[src/logic/ifeb_defines.svh]
`ifndef IFEB_DEFINES_SVH
`define IFEB_DEFINES_SVH

// register byte offsets
`define IFEB_OFS_CTRL3   8'h00
`define IFEB_OFS_TMR0    8'h04
`define IFEB_OFS_TMR1    8'h08
`define IFEB_OFS_GCTRL   8'h0C
`define IFEB_OFS_STAT    8'h10
`define IFEB_OFS_MASK    8'h14

// field positions
`define IFEB_CTRL3_FLAG_LSB 4
`define IFEB_MFI_FLAG_LSB   4
`define IFEB_GCTRL_GIE      0
`define IFEB_ST_VEC         0
`define IFEB_ST_WAKE        1

// counts and reset values
`define IFEB_NSRC        8
`define IFEB_NST         2
`define IFEB_UART_SRC    3
`define IFEB_SRC_RST     8'h00
`define IFEB_ST_RST      2'h0
`define IFEB_DATA_RST    32'h0000_0000

`endif

[src/logic/ifeb_pkg.sv]
package ifeb_pkg;

  // one pulse per source event, listed from bit 7 down to bit 0
  typedef struct packed {
    logic timer_one_cmp_a;
    logic timer_one_cmp_p;
    logic timer_zero_cmp_a;
    logic timer_zero_cmp_p;
    logic uart;
    logic serial_interface_module;
    logic ext_pin_one;
    logic time_base_second;
  } ifeb_evt_t;

  // sticky status events
  typedef struct packed {
    logic wake;
    logic vec;
  } ifeb_stat_t;

endpackage

[src/logic/ifeb_top.sv]
// Our own choices: the AHB-Lite interface to the registers and the register offsets.
`timescale 1ns/1ps
`include "ifeb_defines.svh"
// -----------------------------------------------------------------
// Overview of operation
// -----------------------------------------------------------------
module ifeb_top
  import ifeb_pkg::*;
#(
  parameter int LARGE_VARIANT = 1
)
(
  // clock, reset and freeze
  input  wire logic        hclk,
  input  wire logic        hresetn,
  input  wire logic        hclk_en,
  // ahb-lite slave
  input  wire logic        hsel,
  input  wire logic [31:0] haddr,
  input  wire logic [1:0]  htrans,
  input  wire logic        hwrite,
  input  wire logic [2:0]  hsize,
  input  wire logic [31:0] hwdata,
  input  wire logic        hready,
  output logic             hreadyout,
  output logic [31:0]      hrdata,
  output logic             hresp,
  // peripheral events and cpu handshake
  input  wire ifeb_evt_t   src_evt,
  input  wire logic        svc_enter,
  // requests to the cpu core
  output logic             vec_req,
  output logic             wake_req,
  output logic             irq
);

  // -----------------------------------------------------------------
  // elaboration check
  // -----------------------------------------------------------------
  if (LARGE_VARIANT != 0 && LARGE_VARIANT != 1)
  begin : g_bad
    $error("LARGE_VARIANT must be 0 or 1");
  end

  // -----------------------------------------------------------------
  // declarations
  // -----------------------------------------------------------------
  logic [`IFEB_NSRC-1:0] flag_reg;
  logic [`IFEB_NSRC-1:0] flag_next;
  logic [`IFEB_NSRC-1:0] en_reg;
  logic [`IFEB_NSRC-1:0] en_next;
  logic [`IFEB_NSRC-1:0] evt_vec;
  logic [`IFEB_NSRC-1:0] impl;
  logic                  gie_reg;
  logic [`IFEB_NST-1:0]  stat_reg;
  logic [`IFEB_NST-1:0]  stat_next;
  logic [`IFEB_NST-1:0]  mask_reg;
  logic [`IFEB_NST-1:0]  stat_evt;
  logic                  wr_pend_reg;
  logic                  rd_pend_reg;
  logic [7:0]            addr_reg;
  logic                  hready_reg;
  logic [31:0]           hrdata_reg;
  logic                  vec_req_reg;
  logic                  wake_reg;
  logic                  irq_reg;
  logic                  accept;
  logic                  wr_gctrl;
  logic                  wr_stat;
  logic                  wr_mask;
  logic [7:0]            ctrl3_view;
  logic [7:0]            tmr0_view;
  logic [7:0]            tmr1_view;
  logic [31:0]           rd_mux;
  logic                  vec_cond;
  logic                  wake_cond;

  assign evt_vec = src_evt;

  // -----------------------------------------------------------------
  // ahb-lite front end
  // -----------------------------------------------------------------
  // a transfer is taken only in an active address phase
  assign accept = hclk_en && hsel && hready && htrans[1];

  // capture the address phase; reads get one wait state
  always_ff @(posedge hclk or negedge hresetn)
  begin
    if (!hresetn)
    begin
      wr_pend_reg <= 1'b0;
      rd_pend_reg <= 1'b0;
      addr_reg    <= 8'h00;
    end
    else if (hclk_en)
    begin
      wr_pend_reg <= accept && hwrite;
      rd_pend_reg <= accept && !hwrite;
      if (accept)
      begin
        addr_reg <= haddr[7:0];
      end
    end
  end

  // the wait state lets a write just ahead land before the read samples
  always_ff @(posedge hclk or negedge hresetn)
  begin
    if (!hresetn)
    begin
      hready_reg <= 1'b1;
    end
    else if (hclk_en)
    begin
      hready_reg <= !(accept && !hwrite);
    end
  end

  // read data is registered in the wait-state cycle
  always_ff @(posedge hclk or negedge hresetn)
  begin
    if (!hresetn)
    begin
      hrdata_reg <= `IFEB_DATA_RST;
    end
    else if (hclk_en && rd_pend_reg)
    begin
      hrdata_reg <= rd_mux;
    end
  end

  // -----------------------------------------------------------------
  // register views and read mux
  // -----------------------------------------------------------------
  // impl already forces absent bits low
  assign ctrl3_view = {flag_reg[3:0], en_reg[3:0]};
  assign tmr0_view = {2'b00, flag_reg[5:4], 2'b00, en_reg[5:4]};
  assign tmr1_view = {2'b00, flag_reg[7:6], 2'b00, en_reg[7:6]};

  // unmapped offsets read as zero
  always_comb
  begin
    rd_mux = `IFEB_DATA_RST;
    unique case (addr_reg)
      `IFEB_OFS_CTRL3: rd_mux[7:0] = ctrl3_view;
      `IFEB_OFS_TMR0:  rd_mux[7:0] = tmr0_view;
      `IFEB_OFS_TMR1:  rd_mux[7:0] = tmr1_view;
      `IFEB_OFS_GCTRL: rd_mux[`IFEB_GCTRL_GIE] = gie_reg;
      `IFEB_OFS_STAT:  rd_mux[`IFEB_NST-1:0] = stat_reg;
      `IFEB_OFS_MASK:  rd_mux[`IFEB_NST-1:0] = mask_reg;
      default:         rd_mux = `IFEB_DATA_RST;
    endcase
  end

  // -----------------------------------------------------------------
  // per-source flag and enable bits
  // -----------------------------------------------------------------
  for (genvar i = 0; i < `IFEB_NSRC; i++)
  begin : g_src
    localparam logic [7:0] OFS = (i < 4) ? `IFEB_OFS_CTRL3 :
                                 (i < 6) ? `IFEB_OFS_TMR0 : `IFEB_OFS_TMR1;
    localparam int FPOS = (i < 4) ? `IFEB_CTRL3_FLAG_LSB + i
                                  : `IFEB_MFI_FLAG_LSB + (i % 2);
    localparam int EPOS = (i < 4) ? i : (i % 2);
    logic wr_hit;

    // the uart source exists only in the large variant
    assign impl[i] = (i == `IFEB_UART_SRC) ? (LARGE_VARIANT == 1) : 1'b1;

    assign wr_hit = wr_pend_reg && (addr_reg == OFS);

    // event set beats a software clear in the same cycle
    assign flag_next[i] = impl[i] &&
      ((wr_hit ? hwdata[FPOS] : flag_reg[i]) || evt_vec[i]);

    // enables change only by software
    assign en_next[i] = impl[i] && (wr_hit ? hwdata[EPOS] : en_reg[i]);

    // flags latch even while the global enable is off
    AST_FLAG_SET: assert property (@(posedge hclk) disable iff (!hresetn)
      hclk_en && evt_vec[i] && impl[i] |=> flag_reg[i])
      else $error("event did not set its flag");
  end

  // flag bank
  always_ff @(posedge hclk or negedge hresetn)
  begin
    if (!hresetn)
    begin
      flag_reg <= `IFEB_SRC_RST;
    end
    else if (hclk_en)
    begin
      flag_reg <= flag_next;
    end
  end

  // enable bank
  always_ff @(posedge hclk or negedge hresetn)
  begin
    if (!hresetn)
    begin
      en_reg <= `IFEB_SRC_RST;
    end
    else if (hclk_en)
    begin
      en_reg <= en_next;
    end
  end

  // -----------------------------------------------------------------
  // global enable and vector request
  // -----------------------------------------------------------------
  assign wr_gctrl = wr_pend_reg && (addr_reg == `IFEB_OFS_GCTRL);

  // service entry wins over a software write so nesting stays blocked
  always_ff @(posedge hclk or negedge hresetn)
  begin
    if (!hresetn)
    begin
      gie_reg <= 1'b0;
    end
    else if (hclk_en)
    begin
      if (svc_enter)
      begin
        gie_reg <= 1'b0;
      end
      else if (wr_gctrl)
      begin
        gie_reg <= hwdata[`IFEB_GCTRL_GIE];
      end
    end
  end

  assign vec_cond = gie_reg && |(flag_reg & en_reg);
  assign wake_cond = |flag_reg;

  // request lines to the core
  always_ff @(posedge hclk or negedge hresetn)
  begin
    if (!hresetn)
    begin
      vec_req_reg <= 1'b0;
      wake_reg    <= 1'b0;
    end
    else if (hclk_en)
    begin
      vec_req_reg <= vec_cond;
      wake_reg    <= wake_cond;
    end
  end

  // -----------------------------------------------------------------
  // status, mask and interrupt line
  // -----------------------------------------------------------------
  // rising requests are the block's own events
  assign stat_evt[`IFEB_ST_VEC]  = vec_cond && !vec_req_reg;
  assign stat_evt[`IFEB_ST_WAKE] = wake_cond && !wake_reg;
  assign wr_stat = wr_pend_reg && (addr_reg == `IFEB_OFS_STAT);
  assign wr_mask = wr_pend_reg && (addr_reg == `IFEB_OFS_MASK);

  // write one to clear; a new event wins
  assign stat_next = (stat_reg & ~(wr_stat ? hwdata[`IFEB_NST-1:0] : `IFEB_ST_RST))
                     | stat_evt;

  always_ff @(posedge hclk or negedge hresetn)
  begin
    if (!hresetn)
    begin
      stat_reg <= `IFEB_ST_RST;
    end
    else if (hclk_en)
    begin
      stat_reg <= stat_next;
    end
  end

  always_ff @(posedge hclk or negedge hresetn)
  begin
    if (!hresetn)
    begin
      mask_reg <= `IFEB_ST_RST;
    end
    else if (hclk_en && wr_mask)
    begin
      mask_reg <= hwdata[`IFEB_NST-1:0];
    end
  end

  // level output, updated on the same edge as the status
  always_ff @(posedge hclk or negedge hresetn)
  begin
    if (!hresetn)
    begin
      irq_reg <= 1'b0;
    end
    else if (hclk_en)
    begin
      irq_reg <= |(stat_next & mask_reg);
    end
  end

  // -----------------------------------------------------------------
  // outputs
  // -----------------------------------------------------------------
  assign hreadyout = hready_reg;
  assign hrdata    = hrdata_reg;
  assign hresp     = 1'b0;
  assign vec_req   = vec_req_reg;
  assign wake_req  = wake_reg;
  assign irq       = irq_reg;

  // -----------------------------------------------------------------
  // checks
  // -----------------------------------------------------------------
  AST_RESET_CLEAR: assert property (@(posedge hclk) disable iff (!hresetn)
    $rose(hresetn) |-> (flag_reg == 8'h00) && (en_reg == 8'h00))
    else $error("flags or enables not zero after reset");

  AST_CTRL3_READ: assert property (@(posedge hclk) disable iff (!hresetn)
    hclk_en && rd_pend_reg && addr_reg == `IFEB_OFS_CTRL3
    |=> hrdata_reg == {24'h000000, $past(ctrl3_view)})
    else $error("third control register read wrong");

  AST_TMR0_READ: assert property (@(posedge hclk) disable iff (!hresetn)
    hclk_en && rd_pend_reg && addr_reg == `IFEB_OFS_TMR0
    |=> hrdata_reg[7:6] == 2'b00 && hrdata_reg[3:2] == 2'b00
        && hrdata_reg[5:4] == $past(flag_reg[5:4]))
    else $error("first mfi read wrong");

  AST_TMR1_READ: assert property (@(posedge hclk) disable iff (!hresetn)
    hclk_en && rd_pend_reg && addr_reg == `IFEB_OFS_TMR1
    |=> hrdata_reg[1:0] == $past(en_reg[7:6]) && hrdata_reg[7:6] == 2'b00)
    else $error("second mfi read wrong");

  AST_SMALL_NO_UART: assert property (@(posedge hclk) disable iff (!hresetn)
    LARGE_VARIANT == 0 |-> !flag_reg[3] && !en_reg[3])
    else $error("uart bits alive in small variant");

  AST_EN_WRITE: assert property (@(posedge hclk) disable iff (!hresetn)
    hclk_en && wr_pend_reg && addr_reg == `IFEB_OFS_CTRL3
    |=> en_reg[2:0] == $past(hwdata[2:0]))
    else $error("enable write not stored");

  AST_SVC_CLEARS_GIE: assert property (@(posedge hclk) disable iff (!hresetn)
    hclk_en && svc_enter |=> !gie_reg ##1 !vec_req_reg)
    else $error("service entry left global enable set");

  AST_VEC_GATED: assert property (@(posedge hclk) disable iff (!hresetn)
    hclk_en |=> vec_req_reg == ($past(gie_reg) && |($past(flag_reg) & $past(en_reg))))
    else $error("vector request wrong");

  AST_WAKE_ANY: assert property (@(posedge hclk) disable iff (!hresetn)
    hclk_en && flag_reg != 8'h00 |=> wake_reg)
    else $error("set flag did not wake");

  AST_READ_WAIT: assert property (@(posedge hclk) disable iff (!hresetn)
    accept && !hwrite |=> !hreadyout ##1 hreadyout || !$past(hclk_en))
    else $error("read wait state wrong");

endmodule

[config.mk]
export PLATFORM = sky130hd
export DESIGN_NAME = ifeb_top
export DESIGN_NICKNAME = d
export VERILOG_FILES = /design/src/logic/ifeb_pkg.sv /design/src/logic/ifeb_top.sv
export VERILOG_INCLUDE_DIRS = /design/src /design/src/logic
export SDC_FILE = /design/constraint.sdc
export NUM_CORES = 1
export LEC_CHECK = 0
export BUFFER_PORTS_ARGS = -buffer_cell sky130_fd_sc_hd__buf_2
export CAP_MARGIN = 20
export CORE_MARGIN = 4
export CORE_UTILIZATION = 28
export DETAILED_ROUTE_END_ITERATION = 6
export GPL_TIMING_DRIVEN = 0
export PLACE_DENSITY = 0.57
export REMOVE_ABC_BUFFERS = 1
export SLEW_MARGIN = 20
export SYNTH_ARGS = -nofsm -noshare
export SYNTH_HDL_FRONTEND = slang
export SYNTH_SLANG_ARGS = --single-unit
[constraint.sdc]
create_clock -name hclk -period 1.65 [get_ports hclk]
set_input_delay 0.165 -clock hclk [delete_from_list [all_inputs] [get_ports hclk]]
set_output_delay 0.165 -clock hclk [all_outputs]
set_load 0.05 [all_outputs]
==> impl_summary.md <==
CTS
The worst-skew pair later-pin latency is 300 ps. CTS built an H-tree with a depth of 2. Clock tree synthesis inserted a total of 5 buffers. The tree is rooted in a clkbuf_8.

TritonCTS built the clock tree. The clock slew seen by the registers of the worst setup and hold paths is 80 ps. The clock tree buffer depth is 2.

CTS saw 43 sinks.

Detailed routing
The number of DRC markers in iteration 0 is 99. The residual DRC count is 0. The sum of met2 wire segment lengths after detailed routing is 2.52 mm.

The routed via count is 1650. The via density per instance is 4.58. The routed design has 4.97 mm of wire. The count of nets left with antenna violations once routing finished came out at 0. Wire segments on met3 add up to 205 um in the final route. The first detailed-routing pass ran for 4 iterations. After detailed routing, no signal wire sits above met4.

In the final routing, the length of wire on met1 measures 2.16 mm. After detailed routing, the average wire length per cell comes to 13.8 um.

Global route
The residual overflow from global routing is 0. The number of antenna violations at the first check in global routing came to 0. The largest net degree at the start of global routing is 44. The via count of the first global-routing pass is 1623. The aggregate global-route resource usage is 10.5%. The first global-routing pass estimated 8.14 mm of wire.

Worst setup path
The kind of end point of the critical path is a flop. Traced cell by cell, the critical path runs through nor3_4 > buf_4 > and4_4 > a21boi_0 > a221o_1. STA classifies the critical path startpoint as a flop.

Counting both buffers and inverters, the worst setup path holds a total of 1. For the worst setup path, the data arrival time is 1770 ps. The delay of the slowest cell on the worst path is 450 ps.

The slowest cell on the critical path is dfrtp_2. Of all nets on the critical path, the largest fanout is 4. At the worst endpoint, the required time is 1830 ps. The critical path in this run is classified as reg2reg. The cell class contributing the biggest share of worst-path delay is simple AND/OR/NAND/NOR gates.

Placement
The total cell area at the placement stage is 2460 um2. The global placer's final weighted congestion is 0.795. The half-perimeter wire length after placement is 3.69 mm. During placement, the flow inserted port buffers numbering 43.

Cells and area
The area growth from synthesis to layout is 21.6%. Leaving out fill and tap cells, the most frequent cells in the layout are buf_2, dfrtp_1, conb_1. The multi-input gate area in the final layout is 1050 um2. The finished cells cover 2730 um2. The total of fill cells in the finished design is 802. Summing all flip-flop and latch instances after layout gives 1080 um2. The final net count is 341. The proportion of layout cells with a drive suffix above 1 is 39.9%. The repair_antennas step left the layout with diodes totalling 0. Leaving out fill and tap cells, the most frequent cell in the layout is buf_2.

Run status
The run finished with clean final reports.

Power
The total power divided by cell area is 1030 nW/um2. The static power due to leakage is 0.00127 uW. The worst-case IR drop observed on VDD is 340 uV.

Floorplan
The initial standard-cell utilization of the core is 28.9%. The floorplan has 32 rows. The die area is 9520 um2. The I/O pin total is 121.

The width of the chip is 97.6 um. The area inside the core boundary is 7770 um2. The y dimension of the die is 97.6 um.

Logic synthesis
In this run the cell area of the synthesized design comes to 2250 um2. The cell count after synthesis came out at 200. The number of register bits inferred by synthesis is 43. The async set-reset flop share out of synthesis is 100%. The main flop type after synthesis is dfrtp_1.

The Yosys step of the flow raised 0 warnings. The synthesized area per cell is 11.2 um2. After synthesis, the netlist uses 46 different library cells. Summing the sequential cell areas from Yosys gives 48.0% of the chip area. The number of flops mapped to enable cells by yosys is 0.

STA
The max-slew violation count is 0. The hold violation total from the final report is 0. At the pin with the least slew margin, the transition time is 943 ps. The share of the cycle needed by the critical path after routing is 96.4%. On the final layout, the worst clock skew is 7.56 ps. The headroom to the max-slew limit is 37.1%. The smallest clock period supported by the final layout is computed as 1590 ps. Final hold analysis gives a worst-case slack of 3.58 ps. Setup repair after global routing could not meet its margin everywhere.

Setup violations remaining at the end of the flow were counted as 0. Based on the critical path, the design can be clocked at up to 629 MHz.

Worst hold path
The tightest min-delay check is of the in2async type.

Flow run
The tool flagged a number of max-cap violations equal to 0.
synthesized netlist by cell type (2+ instances only):
| master | number | area share, % |
|---|---|---|
| a21boi_0 | 2 | 0.67 |
| a21oi_1 | 5 | 1.1 |
| a221o_1 | 2 | 0.89 |
| a22o_1 | 4 | 1.6 |
| a22oi_1 | 5 | 1.7 |
| a41oi_1 | 2 | 0.78 |
| and2_1 | 2 | 0.56 |
| buf_4 | 25 | 8.4 |
| clkbuf_1 | 3 | 0.50 |
| dfrtp_1 | 42 | 47 |
| inv_1 | 7 | 1.2 |
| mux2_2 | 17 | 8.5 |
| mux2i_1 | 8 | 3.6 |
| nand2_1 | 23 | 3.8 |
| nand4_1 | 5 | 1.4 |
| nor2_1 | 6 | 1.0 |
| nor3_4 | 2 | 1.4 |
| nor4_1 | 3 | 0.84 |
| o211ai_1 | 3 | 1.0 |
| o21ai_0 | 7 | 1.6 |
| o22ai_1 | 2 | 0.56 |
kinds of logic (layout without fill, tap and decap cells):
family | after synthesis | in the layout | synth area share (%)
buffers and inverters | 38 | 72 | 10.9
other | 1 | 25 | 0.167
DFF | 43 | 43 | 48.0
muxes | 26 | 26 | 13.1
AOI/OAI and AO/OA | 39 | 39 | 12.5
and+or+nand+nor | 53 | 53 | 15.3
worst paths after layout:
kind / from / endpoint / slack, ps / depth (start not counted)
setup / recovery: addr_reg[1] / flag_reg[6] / 60 / 5
hold / removal: hresetn / hrdata[2] / 4 / 1
setup reg to reg: addr_reg[1] / flag_reg[6] / 60 / 5
hold reg to reg: hrdata[5] / hrdata[5] / 490 / 2
max in group asynchronous: hresetn / addr_reg[1] / 1000 / 1
min in group hclk: src_evt[3] / flag_reg[3] / 60 / 3
through the flow:
| stage | util, % | TNS, ps | setup slack (ps) | instances | total power [uW] |
|---|---|---|---|---|---|
| detailed placement | 31.7 | -1760 | -181 | 338 | 1890 |
| global route | 35.2 | -98.7 | -33.6 | 360 | 2940 |
| CTS | 33.8 | 0 | 6.55 | 352 | 2750 |
| floorplan | - | 0 | 75.2 | 193 | 1720 |
| finish | 35.2 | 0 | 60.2 | 360 | 2820 |
| global placement | 31.7 | -1510 | -164 | 338 | 1880 |
area by class of cell:
cell class                      instances  area share, %
Tap cell                              102           4.67
Inverter                                7          0.962
Sequential cell                        43           39.7
Clock inverter                          2           1.37
Clock buffer                            6           2.66
Multi-Input combinational cell        143           38.3
Timing Repair Buffer                   57           12.3
timing repair:
item | in CTS | in global routing
pin swaps | 4 | 6
gates resized for setup | 3 | 11
endpoints found under the setup margin | 9 | 18
hold buffers | 0 | 0
buffers inserted | 6 | 8
cloned | 0 | 0
report_power, final:
| part | switching, uW | internal [uW] |
|---|---|---|
| sequential | 124 | 1160 |
| combinational | 442 | 280 |
| clock | 364 | 452 |
| total | 931 | 1890 |
per-layer routing:
metal	up-vias	track usage (%)
li1	793	-
met1	803	13.2
met3	8	2.37
met4	0	3.73
met2	46	17.8
met5	-	0
(Power assumes the default switching activity.)
